===== src/verilog/host_port_pkg.sv =====
// package of constants for the host bus attachment port
// ----------------------------------------------------------------------------
// Behaviour
// - address strobe is driven during the address phase of every master cycle
// - latch polarity bit 1: 0 gives high strobe, 1 gives inverted strobe
// - while arbitrating, address strobe is an input; only style 01 watches it for idle
// - style 01: after grant, claim only if claim, data and address strobes idle
// - style 01: mastership claim stays asserted while device owns the bus
// - style 00: master indication asserted whenever the device owns the bus
// - slave cycles: port kind 0 is data port, 1 is register address port
// - port kind input is ignored while the device is bus master
// - register access needs chip select with port kind; select ignored as master
// - collision input used only when serial port choice bit 8 picks external port
// - style 00: low two lines carry bank selects in address, data after
// - style 01: low two lines carry byte offset in address, data after
// - lines 2 to 31 carry the address, then data in the data phase
// - slave cycles use all lines as plain multiplexed lines
// - inbound transceiver enable opens the path toward the device
// - outbound transceiver enable opens the path away from the device
// - data strobe is output as master, input as slave
// - style 00: request dropped within five cycles once hold grant is removed
// - master waits for low acknowledge; slave leaves it released for wait states, then drives it low
// ----------------------------------------------------------------------------
package host_port_pkg;
  // apb register byte offsets
  localparam logic [7:0] CTRL_OFFSET = 8'h00;
  localparam logic [7:0] CMD_OFFSET = 8'h04;
  localparam logic [7:0] ADDR_OFFSET = 8'h08;
  localparam logic [7:0] WDATA_OFFSET = 8'h0c;
  localparam logic [7:0] RDATA_OFFSET = 8'h10;
  localparam logic [7:0] STATUS_OFFSET = 8'h14;
  localparam logic [7:0] SLV_ADDR_OFFSET = 8'h18;
  localparam logic [7:0] SLV_DATA_OFFSET = 8'h1c;
  // control register fields
  localparam int LATCH_POL_POS = 1;
  localparam int STYLE_LSB = 4;
  localparam int PORT_CHOICE_POS = 8;
  localparam int BANK_SEL_LSB = 12;
  // command register fields
  localparam int CMD_START_POS = 0;
  localparam int CMD_WRITE_POS = 1;
  // status register fields
  localparam int ST_BUSY_POS = 0;
  localparam int ST_OWNER_POS = 1;
  localparam int ST_COLL_POS = 2;
  localparam int ST_CARRIER_POS = 3;
  localparam int ST_STATE_LSB = 4;
  // reset values
  localparam logic [31:0] CTRL_RESET = 32'h0000_0000;
  localparam logic [31:0] DATA_RESET = 32'h0000_0000;
  // timing
  localparam int CLK_MHZ = 40;
  localparam int SLAVE_WAIT_NS = 25;
  localparam int SLAVE_WAIT_CYCLES = (SLAVE_WAIT_NS * CLK_MHZ + 999) / 1000;
  localparam int SYNC_PINS = 41;

  typedef enum logic [1:0] {
    STYLE_HOLD = 2'b00,
    STYLE_GRANT = 2'b01
  } bus_style_e;

  typedef enum logic [2:0] {
    ST_IDLE = 3'b000,
    ST_REQ = 3'b001,
    ST_ADDR = 3'b010,
    ST_DATA = 3'b011,
    ST_DONE = 3'b100
  } master_state_e;
endpackage


===== src/verilog/pin_sync.sv =====
// two-flop synchroniser for asynchronous pin inputs
`timescale 1ns/10ps
module pin_sync #(
  parameter int WIDTH = 1
) (
  input wire logic pclk,
  input wire logic presetn,
  input wire logic [WIDTH-1:0] async_in,
  input wire logic [WIDTH-1:0] reset_level,
  output logic [WIDTH-1:0] sync_out
);
  // ----------------------------------------------------------------------------
  // two stages per bit
  // ----------------------------------------------------------------------------
  initial begin
    if (WIDTH < 1) $error("pin_sync width must be at least one");
  end

  // flops hold the pin relative to its idle level: a plain zero reset then
  // shows every output at its idle level, with no false edge after release
  genvar i;
  generate
    for (i = 0; i < WIDTH; i++) begin : g_bit
      logic stage_one_reg;
      logic stage_two_reg;
      always_ff @(posedge pclk or negedge presetn) begin
        if (!presetn) begin
          stage_one_reg <= 1'b0;
          stage_two_reg <= 1'b0;
        end else begin
          stage_one_reg <= async_in[i] ^ reset_level[i];
          stage_two_reg <= stage_one_reg;
        end
      end
      assign sync_out[i] = stage_two_reg ^ reset_level[i];
    end
  endgenerate
endmodule // pin_sync


===== src/verilog/host_bus_attachment_port.sv =====
// host bus attachment port: master/slave muxed bus with apb control
//
// The implementer's own choices: the placing of the registers and the APB slave port.
`timescale 1ns/10ps
module host_bus_attachment_port
  import host_port_pkg::*;
#(
  parameter int SLAVE_WAIT = SLAVE_WAIT_CYCLES
) (
  input wire logic pclk,
  input wire logic presetn,
  input wire logic psel,
  input wire logic penable,
  input wire logic pwrite,
  input wire logic [7:0] paddr,
  input wire logic [31:0] pwdata,
  output logic [31:0] prdata,
  output logic pready,
  output logic pslverr,
  input wire logic [31:0] muxed_addr_data_lines_i,
  output logic [31:0] muxed_addr_data_lines_o,
  output logic muxed_addr_data_lines_oe,
  input wire logic addr_strobe_inverted_i,
  output logic addr_strobe_inverted_o,
  output logic addr_strobe_inverted_oe,
  input wire logic data_cycle_strobe_n_i,
  output logic data_cycle_strobe_n_o,
  output logic data_cycle_strobe_n_oe,
  input wire logic read_write_i,
  output logic read_write_o,
  output logic read_write_oe,
  input wire logic mastership_claim_n_i,
  output logic mastership_claim_n_o,
  output logic mastership_claim_n_oe,
  output logic master_ind_n_o,
  output logic master_ind_n_oe,
  output logic bus_req_out_o,
  output logic bus_req_out_oe,
  input wire logic bus_grant_in,
  input wire logic hold_grant_in,
  input wire logic transfer_ack_low_i,
  output logic transfer_ack_low_o,
  output logic transfer_ack_low_oe,
  input wire logic chip_select_n,
  input wire logic port_kind,
  input wire logic collision_in,
  input wire logic carrier_sense_in,
  output logic xcvr_inbound_enable,
  output logic xcvr_outbound_enable
);
  // ----------------------------------------------------------------------------
  // elaboration checks
  // ----------------------------------------------------------------------------
  initial begin
    if (SLAVE_WAIT < 1 || SLAVE_WAIT > 15) $error("slave wait must be 1 to 15");
  end

  // ----------------------------------------------------------------------------
  // pin synchronisers
  // ----------------------------------------------------------------------------
  logic [SYNC_PINS-1:0] pins_raw;
  logic [SYNC_PINS-1:0] pins_idle;
  logic [SYNC_PINS-1:0] pins_s;
  assign pins_raw = {muxed_addr_data_lines_i, addr_strobe_inverted_i,
                     data_cycle_strobe_n_i, read_write_i, mastership_claim_n_i,
                     bus_grant_in, hold_grant_in, transfer_ack_low_i,
                     chip_select_n, port_kind};
  // active-low pins idle high so nothing looks asserted just after reset
  assign pins_idle = {32'h0000_0000, 1'b0, 1'b1, 1'b0, 1'b1, 1'b0, 1'b0,
                      1'b1, 1'b1, 1'b0};

  pin_sync #(.WIDTH(SYNC_PINS)) u_sync (
    .pclk(pclk),
    .presetn(presetn),
    .async_in(pins_raw),
    .reset_level(pins_idle),
    .sync_out(pins_s)
  );

  logic [1:0] misc_s;
  pin_sync #(.WIDTH(2)) u_sync_net (
    .pclk(pclk),
    .presetn(presetn),
    .async_in({collision_in, carrier_sense_in}),
    .reset_level(2'b00),
    .sync_out(misc_s)
  );

  wire [31:0] lines_s = pins_s[40:9];
  wire as_s = pins_s[8];
  wire dcs_n_s = pins_s[7];
  wire rw_s = pins_s[6];
  wire claim_n_s = pins_s[5];
  wire grant_s = pins_s[4];
  wire hold_s = pins_s[3];
  wire ack_n_s = pins_s[2];
  wire cs_n_s = pins_s[1];
  wire port_s = pins_s[0];

  // ----------------------------------------------------------------------------
  // registers
  // ----------------------------------------------------------------------------
  logic [31:0] ctrl_reg;
  logic [31:0] addr_reg;
  logic [31:0] wdata_reg;
  logic [31:0] rdata_reg;
  logic [31:0] slv_addr_reg;
  logic [31:0] slv_data_reg;
  logic [31:0] prdata_reg;
  logic write_dir_reg;
  master_state_e state_reg;
  master_state_e state_next;

  wire latch_polarity_bit = ctrl_reg[LATCH_POL_POS];
  wire serial_port_choice = ctrl_reg[PORT_CHOICE_POS];
  wire [1:0] bus_style_select = ctrl_reg[STYLE_LSB+:2];
  wire [1:0] byte_bank_select = ctrl_reg[BANK_SEL_LSB+:2];
  wire style_hold = (bus_style_select == STYLE_HOLD);
  wire style_grant = (bus_style_select == STYLE_GRANT);

  // ----------------------------------------------------------------------------
  // apb decode
  // ----------------------------------------------------------------------------
  wire setup = psel && !penable;
  wire wr_access = psel && penable && pwrite;
  wire hit_ctrl = (paddr == CTRL_OFFSET);
  wire hit_cmd = (paddr == CMD_OFFSET);
  wire hit_addr = (paddr == ADDR_OFFSET);
  wire hit_wdata = (paddr == WDATA_OFFSET);
  wire hit_rdata = (paddr == RDATA_OFFSET);
  wire hit_status = (paddr == STATUS_OFFSET);
  wire hit_slv_addr = (paddr == SLV_ADDR_OFFSET);
  wire hit_slv_data = (paddr == SLV_DATA_OFFSET);
  wire mapped = hit_ctrl | hit_cmd | hit_addr | hit_wdata | hit_rdata |
                hit_status | hit_slv_addr | hit_slv_data;
  wire busy = (state_reg != ST_IDLE);
  // a start while busy is dropped; software polls the busy bit first
  wire start = wr_access && hit_cmd && pwdata[CMD_START_POS] && !busy;
  // style is frozen during a transfer so the arbitration cannot change shape
  wire ctrl_wr = wr_access && hit_ctrl && !busy;

  wire owner = (state_reg == ST_ADDR) || (state_reg == ST_DATA) ||
               (state_reg == ST_DONE);
  wire coll_used = serial_port_choice ? misc_s[1] : 1'b0;
  wire carrier = misc_s[0];

  logic [31:0] status_word;
  always_comb begin
    status_word = 32'h0000_0000;
    status_word[ST_BUSY_POS] = busy;
    status_word[ST_OWNER_POS] = owner;
    status_word[ST_COLL_POS] = coll_used;
    status_word[ST_CARRIER_POS] = carrier;
    status_word[ST_STATE_LSB+:3] = state_reg;
  end

  wire [31:0] read_mux = hit_ctrl ? ctrl_reg :
                         hit_addr ? addr_reg :
                         hit_wdata ? wdata_reg :
                         hit_rdata ? rdata_reg :
                         hit_status ? status_word :
                         hit_slv_addr ? slv_addr_reg :
                         hit_slv_data ? slv_data_reg : 32'h0000_0000;

  assign prdata = prdata_reg;
  assign pready = 1'b1;
  assign pslverr = psel && penable && !mapped;

  always_ff @(posedge pclk or negedge presetn) begin
    if (!presetn) begin
      prdata_reg <= DATA_RESET;
    end else if (setup) begin
      prdata_reg <= read_mux;
    end
  end

  always_ff @(posedge pclk or negedge presetn) begin
    if (!presetn) begin
      ctrl_reg <= CTRL_RESET;
      addr_reg <= DATA_RESET;
      wdata_reg <= DATA_RESET;
      write_dir_reg <= 1'b0;
    end else begin
      if (ctrl_wr) ctrl_reg <= pwdata;
      if (wr_access && hit_addr && !busy) addr_reg <= pwdata;
      if (wr_access && hit_wdata && !busy) wdata_reg <= pwdata;
      if (start) write_dir_reg <= pwdata[CMD_WRITE_POS];
    end
  end

  // ----------------------------------------------------------------------------
  // master state machine
  // ----------------------------------------------------------------------------
  // address strobe counts as idle when it sits at its inactive level
  wire as_idle = (as_s == latch_polarity_bit);
  wire bus_quiet = claim_n_s && dcs_n_s && as_idle;
  // hold grant drop: two sync flops plus one state edge stay within five
  wire preempted = style_hold && !hold_s;

  always_comb begin
    state_next = state_reg;
    unique case (state_reg)
      ST_IDLE: begin
        if (start) state_next = ST_REQ;
      end
      ST_REQ: begin
        if (style_hold && hold_s) state_next = ST_ADDR;
        if (style_grant && grant_s && bus_quiet) state_next = ST_ADDR;
      end
      ST_ADDR: begin
        state_next = preempted ? ST_IDLE : ST_DATA;
      end
      ST_DATA: begin
        if (preempted) state_next = ST_IDLE;
        else if (!ack_n_s) state_next = ST_DONE;
      end
      ST_DONE: begin
        state_next = ST_IDLE;
      end
      default: state_next = ST_IDLE;
    endcase
  end

  always_ff @(posedge pclk or negedge presetn) begin
    if (!presetn) begin
      state_reg <= ST_IDLE;
    end else begin
      state_reg <= state_next;
    end
  end

  always_ff @(posedge pclk or negedge presetn) begin
    if (!presetn) begin
      rdata_reg <= DATA_RESET;
    end else if (state_reg == ST_DATA && !ack_n_s && !write_dir_reg && !preempted) begin
      rdata_reg <= lines_s;
    end
  end

  // ----------------------------------------------------------------------------
  // slave side
  // ----------------------------------------------------------------------------
  // select is masked while we own the bus; port kind is left unmasked and only acts through it
  wire slave_sel = !owner && !cs_n_s && !dcs_n_s;
  wire reg_port = port_s;
  logic slave_sel_q;
  logic [3:0] wait_cnt_reg;
  wire slave_start = slave_sel && !slave_sel_q;
  // ready only once the wait count has been loaded and run down
  wire slave_ready = slave_sel && slave_sel_q && (wait_cnt_reg == 4'h0);

  always_ff @(posedge pclk or negedge presetn) begin
    if (!presetn) begin
      slave_sel_q <= 1'b0;
      wait_cnt_reg <= 4'h0;
    end else begin
      slave_sel_q <= slave_sel;
      if (slave_start) wait_cnt_reg <= 4'(SLAVE_WAIT);
      else if (slave_sel && wait_cnt_reg != 4'h0) wait_cnt_reg <= wait_cnt_reg - 4'h1;
    end
  end

  // write data is taken when the wait ends; the host holds it until acknowledged
  wire slave_wr_take = slave_sel && !rw_s && (wait_cnt_reg == 4'h1);
  always_ff @(posedge pclk or negedge presetn) begin
    if (!presetn) begin
      slv_addr_reg <= DATA_RESET;
      slv_data_reg <= DATA_RESET;
    end else if (slave_wr_take) begin
      if (reg_port) slv_addr_reg <= lines_s;
      else slv_data_reg <= lines_s;
    end
  end

  wire slave_read = slave_sel && rw_s;

  // ----------------------------------------------------------------------------
  // pin drive
  // ----------------------------------------------------------------------------
  wire in_addr = (state_reg == ST_ADDR);
  wire in_data = (state_reg == ST_DATA);
  wire [1:0] low_addr = style_hold ? byte_bank_select : addr_reg[1:0];
  wire [31:0] addr_word = {addr_reg[31:2], low_addr};
  wire [31:0] slave_word = reg_port ? slv_addr_reg : slv_data_reg;

  assign muxed_addr_data_lines_o = in_addr ? addr_word :
                                   owner ? wdata_reg : slave_word;
  assign muxed_addr_data_lines_oe = in_addr || (in_data && write_dir_reg) ||
                                    slave_read;
  assign addr_strobe_inverted_o = in_addr ^ latch_polarity_bit;
  assign addr_strobe_inverted_oe = owner;
  assign data_cycle_strobe_n_o = !in_data;
  assign data_cycle_strobe_n_oe = owner;
  assign read_write_o = !write_dir_reg;
  assign read_write_oe = owner;
  assign mastership_claim_n_o = 1'b0;
  assign mastership_claim_n_oe = owner && style_grant;
  assign master_ind_n_o = 1'b0;
  assign master_ind_n_oe = owner && style_hold;
  assign bus_req_out_o = 1'b1;
  assign bus_req_out_oe = (state_reg == ST_REQ) || (owner && style_hold);
  // low drive marks ready; released wait count keeps the line waiting
  assign transfer_ack_low_o = 1'b0;
  assign transfer_ack_low_oe = slave_ready;
  assign xcvr_inbound_enable = (in_data && !write_dir_reg) ||
                               (slave_sel && !rw_s);
  assign xcvr_outbound_enable = in_addr || (in_data && write_dir_reg) ||
                                slave_read;
endmodule // host_bus_attachment_port


===== config.mk =====
export PLATFORM = sky130hd
export DESIGN_NAME = host_bus_attachment_port
export DESIGN_NICKNAME = d
export VERILOG_FILES = /design/src/verilog/host_port_pkg.sv /design/src/verilog/pin_sync.sv /design/src/verilog/host_bus_attachment_port.sv
export SDC_FILE = /design/constraint.sdc
export NUM_CORES = 1
export LEC_CHECK = 0
export CAP_MARGIN = 30
export CORE_MARGIN = 2
export CORE_UTILIZATION = 57
export CTS_CLUSTER_DIAMETER = 200
export DETAILED_ROUTE_END_ITERATION = 10
export DONT_BUFFER_PORTS = 1
export PLACE_DENSITY_LB_ADDON = 0.12
export SYNTH_ARGS = -nofsm -noshare
export SYNTH_HDL_FRONTEND = slang
export SYNTH_SLANG_ARGS = --single-unit

===== constraint.sdc =====
create_clock -name pclk -period 2 [get_ports pclk]
set_clock_uncertainty 0.1 [all_clocks]
set_input_delay 0.2 -clock pclk [delete_from_list [all_inputs] [get_ports pclk]]
set_output_delay 0.2 -clock pclk [all_outputs]
set_load 0.05 [all_outputs]

-- Word level (Yosys, flattened, before mapping)
Cells that the tools add are included.
- flip-flop bits (word level): 319
- input port bits: 88
- output and inout port bits: 83
- $add $sub $neg: 1
- equality and inequality tests: 17
- multiplexer cells: 21
- bitwise gates (word level): 15
- reductions and logical operators: 61
- operators by type and width (kind ; count):
    32-bit two-way mux ; 10
    1-bit logical AND ; 35
    8-bit by 5-bit == test with 1-bit output, second input constant ; 4
    8-bit by 4-bit == test with 1-bit output, second input constant ; 2
    3-bit two-way mux ; 5
    3-bit case mux with 4 select lines ; 1
    1-bit logical NOT ; 10
    8-bit by 3-bit == test with 1-bit output, second input constant ; 1
    8-bit logical NOT ; 1
    4-bit two-way mux ; 2
    1-bit NOT ; 7
    1-bit OR ; 7
    3-bit by 2-bit == test with 1-bit output, second input constant ; 2
    1-bit logical OR ; 6
    4-bit by 1-bit == test with 1-bit output, second input constant ; 1
    4-bit logical NOT ; 1
    2-bit two-way mux ; 2
    2-bit AND reduction ; 2
    4-bit nonzero test ; 1
    4-bit by 1-bit subtractor with 4-bit output, second input constant ; 1
    3-bit by 1-bit == test with 1-bit output, second input constant ; 1
    3-bit == test, second input constant ; 1
    3-bit logical NOT ; 1
    3-bit by 2-bit inequality test with 1-bit output, second input constant ; 1
    10 further kinds ; 10

-- Depth between registers and ports, before layout
Gate-level depths: netlist (run 1).
- word-level depth: 10
- gate-level depth with buffers: 7

-- Hierarchy
A second synthesis (run 1) with hierarchy kept.
- cells, all modules: 1259
- area total of the unflattened synthesis: 14873.0 um^2
- modules (own cells, without submodules) (module ; instances ; cells an instance ; area an instance (um^2)):
    host_bus_attachment_port ; 1 ; 1087 ; 11967.7
    pin_sync (u_sync) ; 1 ; 164 ; 2770.2
    pin_sync (u_sync_net) ; 1 ; 8 ; 135.1

-- Least setup slack after synthesis (run 1)
Ideal clock, no wire load.
- kind: reg-to-output
- from: register state_reg[1]
- to: output muxed_addr_data_lines_o[0]
- data arrival time: 2.418 ns
- setup slack: -0.718 ns
- stages on the path, launching flop included: 8
- path buffers: 3
- cells stage by stage: dfrtp_1 buf_2 nor2b_1 a21oi_1 buf_2 buf_2 mux2i_1 o21ai_0
- cells in the longest elaborated chain, start to end: 5
- elaborated cells on any way between the ends: 7
- ends and longest elaborated chain (element ; line ; text):
    start: declaration ; host_bus_attachment_port.sv:111 ; master_state_e state_reg;
    start signal: assignment ; host_bus_attachment_port.sv:228 ; state_reg <= state_next;
    3-bit by 2-bit == test with 1-bit output, on equally long branches ; host_bus_attachment_port.sv:142, host_bus_attachment_port.sv:280 ;
    1-bit logical OR (2 in a row) ; host_bus_attachment_port.sv:142 ; wire owner = (state_reg == ST_ADDR) || (state_reg == ST_DATA) ||
    32-bit two-way mux ; host_bus_attachment_port.sv:287 ; owner ? wdata_reg : slave_word;
    32-bit two-way mux (*) ; host_bus_attachment_port.sv:286 ; assign muxed_addr_data_lines_o = in_addr ? addr_word :
    end: declaration ; host_bus_attachment_port.sv:21 ; output logic [31:0] muxed_addr_data_lines_o,
Every way passes the cells marked *; elsewhere a longest branch is shown, timed or not.

-- Final worst setup path (run 1)
Ends and elaborated chain as after synthesis.

==> results of run 1 <==
final cells by class:
class	instances	area (um^2)
clock inverters	14	203
multi-input cells	725	6950
clock buffers	48	1050
inverters	11	45.0
flip-flops and latches	319	7990
diodes	1	2.50
well taps	330	413
fillers	1273	4530
repair buffers	280	3860
power by group:
part	total, mW	internal, mW	switching [mW]	leakage (nW)
combinational	11.7	6.02	5.71	4.39
clock	6.96	4.31	2.65	0.612
sequential	8.63	7.63	1.00	4.03
total	27.3	18.0	9.35	9.03
cell families (layout without fill, tap and decap cells):
| group | Yosys count | in the layout | synth area share [%] |
|---|---|---|---|
| fa+ha+maj | 2 | 2 | 0.173 |
| buf+inv | 100 | 353 | 3.60 |
| simple gates | 207 | 207 | 8.17 |
| xor+xnor | 2 | 2 | 0.121 |
| flops | 319 | 319 | 55.3 |
| compound gates | 226 | 226 | 10.3 |
| mux | 283 | 283 | 22.4 |
| other cells | 2 | 6 | 0.0520 |
cells in the mapped netlist (3+ instances only):
| master | count |
|---|---|
| dfrtp_1 | 319 |
| mux2_2 | 171 |
| o21ai_0 | 90 |
| nand2_1 | 74 |
| mux2i_1 | 56 |
| clkbuf_1 | 43 |
| nand2b_1 | 42 |
| mux2_4 | 30 |
| o22ai_1 | 30 |
| mux2_1 | 26 |
| or2_2 | 26 |
| a31oi_1 | 25 |
| a221o_1 | 24 |
| buf_2 | 22 |
| buf_4 | 13 |
| a21oi_1 | 11 |
| inv_1 | 11 |
| a32oi_1 | 10 |
| nor2_1 | 10 |
| buf_6 | 9 |
| a22o_1 | 7 |
| nor2b_1 | 7 |
| nand3_1 | 6 |
| nor3_1 | 6 |
| or4_1 | 5 |
| a31o_2 | 4 |
| a21o_1 | 3 |
| and3_1 | 3 |
| nand3_4 | 3 |
| nand3b_1 | 3 |
| o22a_1 | 3 |
| or3_1 | 3 |
placed cells by master (no fill, tap or decap), types with 9 or more instances in the layout:
| cell | netlist | layout |
|---|---|---|
| inv_1 | 11 | 9 |
| dlygate4sd3_1 | 0 | 79 |
| mux2_2 | 171 | 168 |
| buf_16 | 0 | 27 |
| o21ai_4 | 0 | 28 |
| mux2i_1 | 56 | 26 |
| a221o_1 | 24 | 24 |
| buf_4 | 13 | 75 |
| a21oi_1 | 11 | 9 |
| buf_6 | 9 | 24 |
| buf_12 | 0 | 70 |
| a31oi_1 | 25 | 25 |
| mux2i_4 | 0 | 27 |
| o22ai_1 | 30 | 29 |
| clkbuf_16 | 0 | 39 |
| mux2_4 | 30 | 52 |
| dfrtp_1 | 319 | 316 |
| nand2_1 | 74 | 64 |
| o21ai_0 | 90 | 58 |
| nand2b_1 | 42 | 40 |
| or2_2 | 26 | 26 |
| a32oi_1 | 10 | 10 |
worst max-delay path by stage:
stage                            start                     endpoint  slack [ps]  cells past startpoint
final                     state_reg[1]   muxed_addr_data_lines_o[0]        -620                      9
after global placement        paddr[7]                write_dir_reg        -130                      5
after detailed placement      paddr[7]                write_dir_reg        -140                      5
after floorplan           state_reg[1]   muxed_addr_data_lines_o[0]        -100                      6
after CTS                 state_reg[1]   muxed_addr_data_lines_o[0]        -540                      9
after global routing      state_reg[0]  muxed_addr_data_lines_o[29]        -630                      8
what timing repair did:
item                                    4_1_cts  5_1_grt
endpoints found under the setup margin      182      209
resized for setup                           135       45
gates cloned                                 23        2
setup buffers                                34       15
hold endpoints to repair                    491      319
pin swaps                                    17       14
per-layer routing:
| metal | global-route usage, % | routed length [um] |
|---|---|---|
| met4 | 14.4 | 2190 |
| met2 | 57.3 | 22600 |
| met3 | 6.73 | 3740 |
| met1 | 44.7 | 17800 |
| met5 | 0 | 0 |
==> impl_metrics.env, run 1 <==
export IMPL_yosys_area_top_type="dfrtp_1"
export IMPL_r2r_slack_ps=-560
export IMPL_rr_worst_depth=11
export IMPL_vias=11100
export IMPL_power_density_nw_per_um2=1330
export IMPL_dr_first_iter_drc_count=989
export IMPL_clock_path_buffers=3
export IMPL_synth_edf_count=0
export IMPL_setup_tns_ps=-82620
export IMPL_whs_ps=-718
export IMPL_chipWidth_um=163
export IMPL_crit_required_ps=1700
export IMPL_synth_avg_cell_area_um2=12.7
export IMPL_total_power_mw=27.3
export IMPL_crit_fanout=5
export IMPL_cts_buffers=35
export IMPL_cp_common_cell="buf_12"
export IMPL_postCtsHoldBufs=80
export IMPL_cp_end_kind="output port"
export IMPL_setup_viol=208
export IMPL_antenna_found_initial=1
export IMPL_cp_arrival_ps=2320
export IMPL_fin_crit_sh_pct=131
export IMPL_vdd_drop_max_mv=0.928
export IMPL_synth_cells=1141
export IMPL_fmax_mhz=382
export IMPL_reg2reg_to="wdata_reg[16]"
export IMPL_drv_cap=0
export IMPL_io_buffers=0
export IMPL_num_nets_final=1462
export IMPL_die_area_um2=26600
export IMPL_stdcell_area_um2=20500
export IMPL_violations="negative hold slack, negative setup slack"
export IMPL_place_ws_ps=-143
export IMPL_grt_max_degree=320
export IMPL_fp_row_count=58
export IMPL_antenna_left=0
export IMPL_dp_hpwl_mm=23.0
export IMPL_ys_flop_type="dfrtp_1"
export IMPL_critPathMaxStageDelay_ps=450
export IMPL_finalHoldViolCount=319
export IMPL_drv_slew=0
export IMPL_clk_pin_slew_worst_paths_ps=70
export IMPL_ys_types=64
export IMPL_vias_per_cell=6.42
export IMPL_crit_reg2reg_launch="state_reg[1]"
export IMPL_cts_root_buf="clkbuf_16"
export IMPL_start_kind="flop"
export IMPL_crit_type="reg2out"
export IMPL_routedWlPerCell_um=26.8
export IMPL_syn_area_um2=14400
export IMPL_placed_cell_area_um2=16500
export IMPL_fp_coreArea_um2=25000
export IMPL_grt_usage_pct=34.5
export IMPL_start_util_pct=57.7
export IMPL_cts_tree="yes"
export IMPL_grt_overflow=0
export IMPL_post_route_min_period_ps=2620
export IMPL_insertion_delay_ps=520
export IMPL_grt_pass1_wl_mm=69.2
export IMPL_syn_to_final_growth_pct=42.0
export IMPL_slowest_stage="dfrtp_2"
export IMPL_relSlewSlack_pct=45.1
export IMPL_setup_slack_ps=-618
export IMPL_ys_ff_latch=319
export IMPL_rsz0062_at_grt="true"
export IMPL_path_cells="buf_6, nor2_4, a21oi_4, buf_12, buf_16, buf_12, mux2i_4, o21ai_4, buf_12"
export IMPL_drt_pass1_iterations=6
export IMPL_synth_top_area_share_pct=55.3
export IMPL_grt_pass1_vias=11681
export IMPL_drive_gt1_share_pct=44.3
export IMPL_async_flop_share_pct=100
export IMPL_synth_area_leaders="dfrtp_1, mux2_2, mux2i_1"
export IMPL_power_leakage_nw=9.03
export IMPL_die_height_um=163
export IMPL_final_util_pct=81.9
export IMPL_gp_congestion=0.837
export IMPL_yosysWarnings=0
export IMPL_worst_pin_slew_ps=823
export IMPL_critPathTopFamily="buffers and inverters"
export IMPL_routed_wl_mm=46.4
export IMPL_critical_path_buf_inv_count=5
export IMPL_dp_cells=1516
export IMPL_boundaryPins=171
export IMPL_yosysSeqAreaShare_pct=55.3
export IMPL_hold_path_class="in2async"
export IMPL_clock_sinks=319
export IMPL_drc=0
export IMPL_stdcell_count=1728
export IMPL_status="finished with violations"
export IMPL_htreeDepth=2
(Power assumes the default switching activity.)
==> inputs of run 2 (changes only) <==
--- a/config.mk
+++ b/config.mk
@@ -7,10 +7,11 @@
 export LEC_CHECK = 0
 export CAP_MARGIN = 30
 export CORE_MARGIN = 2
-export CORE_UTILIZATION = 57
+export CORE_UTILIZATION = 53
 export CTS_CLUSTER_DIAMETER = 200
 export DETAILED_ROUTE_END_ITERATION = 10
 export DONT_BUFFER_PORTS = 1
+export MAX_ROUTING_LAYER = met4
 export PLACE_DENSITY_LB_ADDON = 0.12
 export SYNTH_ARGS = -nofsm -noshare
 export SYNTH_HDL_FRONTEND = slang
==> run 2 against run 1 <==
Maximum frequency up 5.6%. Non-clock buffer count down 43. Final cell count down 1.9%. Utilization down 8.3 points. Register-to-register slack better by 220 ps. Cell area down 3.5%. Sequential share of layout area up 1.4 points. Clock power down 9.5%. Combinational power down 4%. Via count down 5.6%. The flow still finishes with violations (negative hold slack, negative setup slack). Global-route usage down 4.1 points. Sequential power about the same.
==> impl_metrics.env, run 2 (synthesis results as in run 1) <==
export IMPL_critical_path_buf_inv_count=3
export IMPL_grt_pass1_vias=10844
export IMPL_syn_to_final_growth_pct=37.0
export IMPL_drc=0
export IMPL_grt_usage_pct=30.4
export IMPL_n_fill_cell=1688
export IMPL_placed_cell_area_um2=16400
export IMPL_crit_required_ps=1700
export IMPL_post_route_min_period_ps=2480
export IMPL_status="finished with violations"
export IMPL_r2r_slack_ps=-340
export IMPL_cp_end_kind="output port"
export IMPL_place_ws_ps=-177
export IMPL_path_cells="nor2b_4, a21oi_4, buf_12, buf_16, mux2i_4, o21ai_4, buf_12"
export IMPL_routedWlPerCell_um=25.5
export IMPL_crit_fanout=7
export IMPL_stdcell_area_um2=19800
export IMPL_power_leakage_nw=8.72
export IMPL_start_util_pct=53.7
export IMPL_setup_tns_ps=-36130
export IMPL_insertion_delay_ps=510
export IMPL_rsz0062_at_grt="true"
export IMPL_vias_per_cell=6.18
export IMPL_reg2reg_to="slv_data_reg[28]"
export IMPL_gp_congestion=0.835
export IMPL_dp_hpwl_mm=23.2
export IMPL_critPathTopFamily="buffers and inverters"
export IMPL_num_nets_final=1420
export IMPL_setup_viol=177
export IMPL_antenna_found_initial=2
export IMPL_drt_pass1_iterations=5
export IMPL_chipWidth_um=169
export IMPL_clk_pin_slew_worst_paths_ps=60
export IMPL_fp_coreArea_um2=26900
export IMPL_dr_first_iter_drc_count=951
export IMPL_cts_root_buf="clkbuf_16"
export IMPL_drv_slew=0
export IMPL_die_area_um2=28600
export IMPL_cts_buffers=36
export IMPL_final_common_cell="dfrtp_1"
export IMPL_fin_crit_sh_pct=124
export IMPL_clock_path_buffers=3
export IMPL_drive_gt1_share_pct=40.7
export IMPL_final_cell_mix="dfrtp_1, mux2_2, mux2_4"
export IMPL_relSlewSlack_pct=50.8
export IMPL_crit_reg2reg_launch="state_reg[1]"
export IMPL_hold_path_class="in2async"
export IMPL_whs_ps=-702
export IMPL_grt_pass1_wl_mm=63.9
export IMPL_vias=10479
export IMPL_cts_tree="yes"
export IMPL_setup_slack_ps=-479
export IMPL_htreeDepth=2
export IMPL_fmax_mhz=403
export IMPL_drv_cap=0
export IMPL_power_density_nw_per_um2=1320
export IMPL_die_height_um=169
export IMPL_rr_worst_depth=11
export IMPL_clock_sinks=319
export IMPL_slowest_stage="dfrtp_2"
export IMPL_violations="negative hold slack, negative setup slack"
export IMPL_cp_common_cell="buf_12"
export IMPL_worst_pin_slew_ps=739
export IMPL_finalHoldViolCount=319
export IMPL_fp_row_count=60
export IMPL_grt_overflow=0
export IMPL_cp_arrival_ps=2180
export IMPL_postCtsHoldBufs=81
export IMPL_antenna_left=0
export IMPL_start_kind="flop"
export IMPL_vdd_drop_max_mv=0.991
export IMPL_routed_wl_mm=43.2
export IMPL_io_buffers=0
export IMPL_boundaryPins=171
export IMPL_grt_max_degree=320
export IMPL_critPathMaxStageDelay_ps=470
export IMPL_crit_type="reg2out"
## run 2: cell count changes in the layout (fill, tap and decap cells not counted), moves of 6 or more
cell / previous run / this run
buf_4: 75 / 61
mux2_1: 7 / 22
clkinv_2: 6 / 12
mux2_4: 52 / 94
buf_12: 70 / 51
buf_16: 27 / 15
mux2_2: 168 / 111
nand2_1: 64 / 72
## run 2: how the worst max path moves through the flow
stage | start | end | slack [ps] | cells past startpoint
floorplan | state_reg[1] | muxed_addr_data_lines_o[0] | -100 | 6
global placement | paddr[7] | write_dir_reg | -160 | 4
detailed placement | paddr[7] | write_dir_reg | -180 | 4
CTS | state_reg[2] | muxed_addr_data_lines_o[12] | -450 | 7
global route | state_reg[1] | muxed_addr_data_lines_o[14] | -510 | 7
finish | state_reg[1] | muxed_addr_data_lines_o[14] | -480 | 7
## run 2: layout make-up
cell class                 count  area (um^2)  area share [%]
sequential                   319         7990            40.4
multi-input combinational    725         7080            35.8
timing repair buffer         237         3120            15.8
clock buffer                  47         1020            5.17
tap                          341          427            2.16
clock inverter                14         97.6           0.493
inverter                      11         47.5           0.240
antenna                        2         5.00          0.0253
## run 2: metrics by stage
step	total power [mW]	instances	util, %
floorplan	13.9	1144	-
global placement	16.6	1516	60.8
detailed placement	16.7	1516	60.8
CTS	25.2	1688	71.7
global route	27.0	1696	73.6
finish	26.2	1696	73.6
## run 2: routing by layer
| metal | up-vias | wire length, um | track usage, % |
|---|---|---|---|
| li1 | 4527 | - | - |
| met1 | 5434 | 18500 | 40.6 |
| met2 | 426 | 20700 | 48.0 |
| met3 | 92 | 2970 | 6.08 |
| met4 | 0 | 1040 | 8.58 |
| met5 | - | 0 | - |
## run 2: repair_timing
item	4_1_cts	5_1_grt
resized for setup	96	100
setup endpoints to repair	160	207
hold endpoints to repair	492	319
setup buffers	19	5
cloned	12	5
pin swaps	17	19
## run 2: report_power, final
| group | switching, mW | internal, mW | total (mW) |
|---|---|---|---|
| combinational | 5.39 | 5.81 | 11.2 |
| sequential | 1.02 | 7.63 | 8.66 |
| clock | 2.58 | 3.72 | 6.30 |
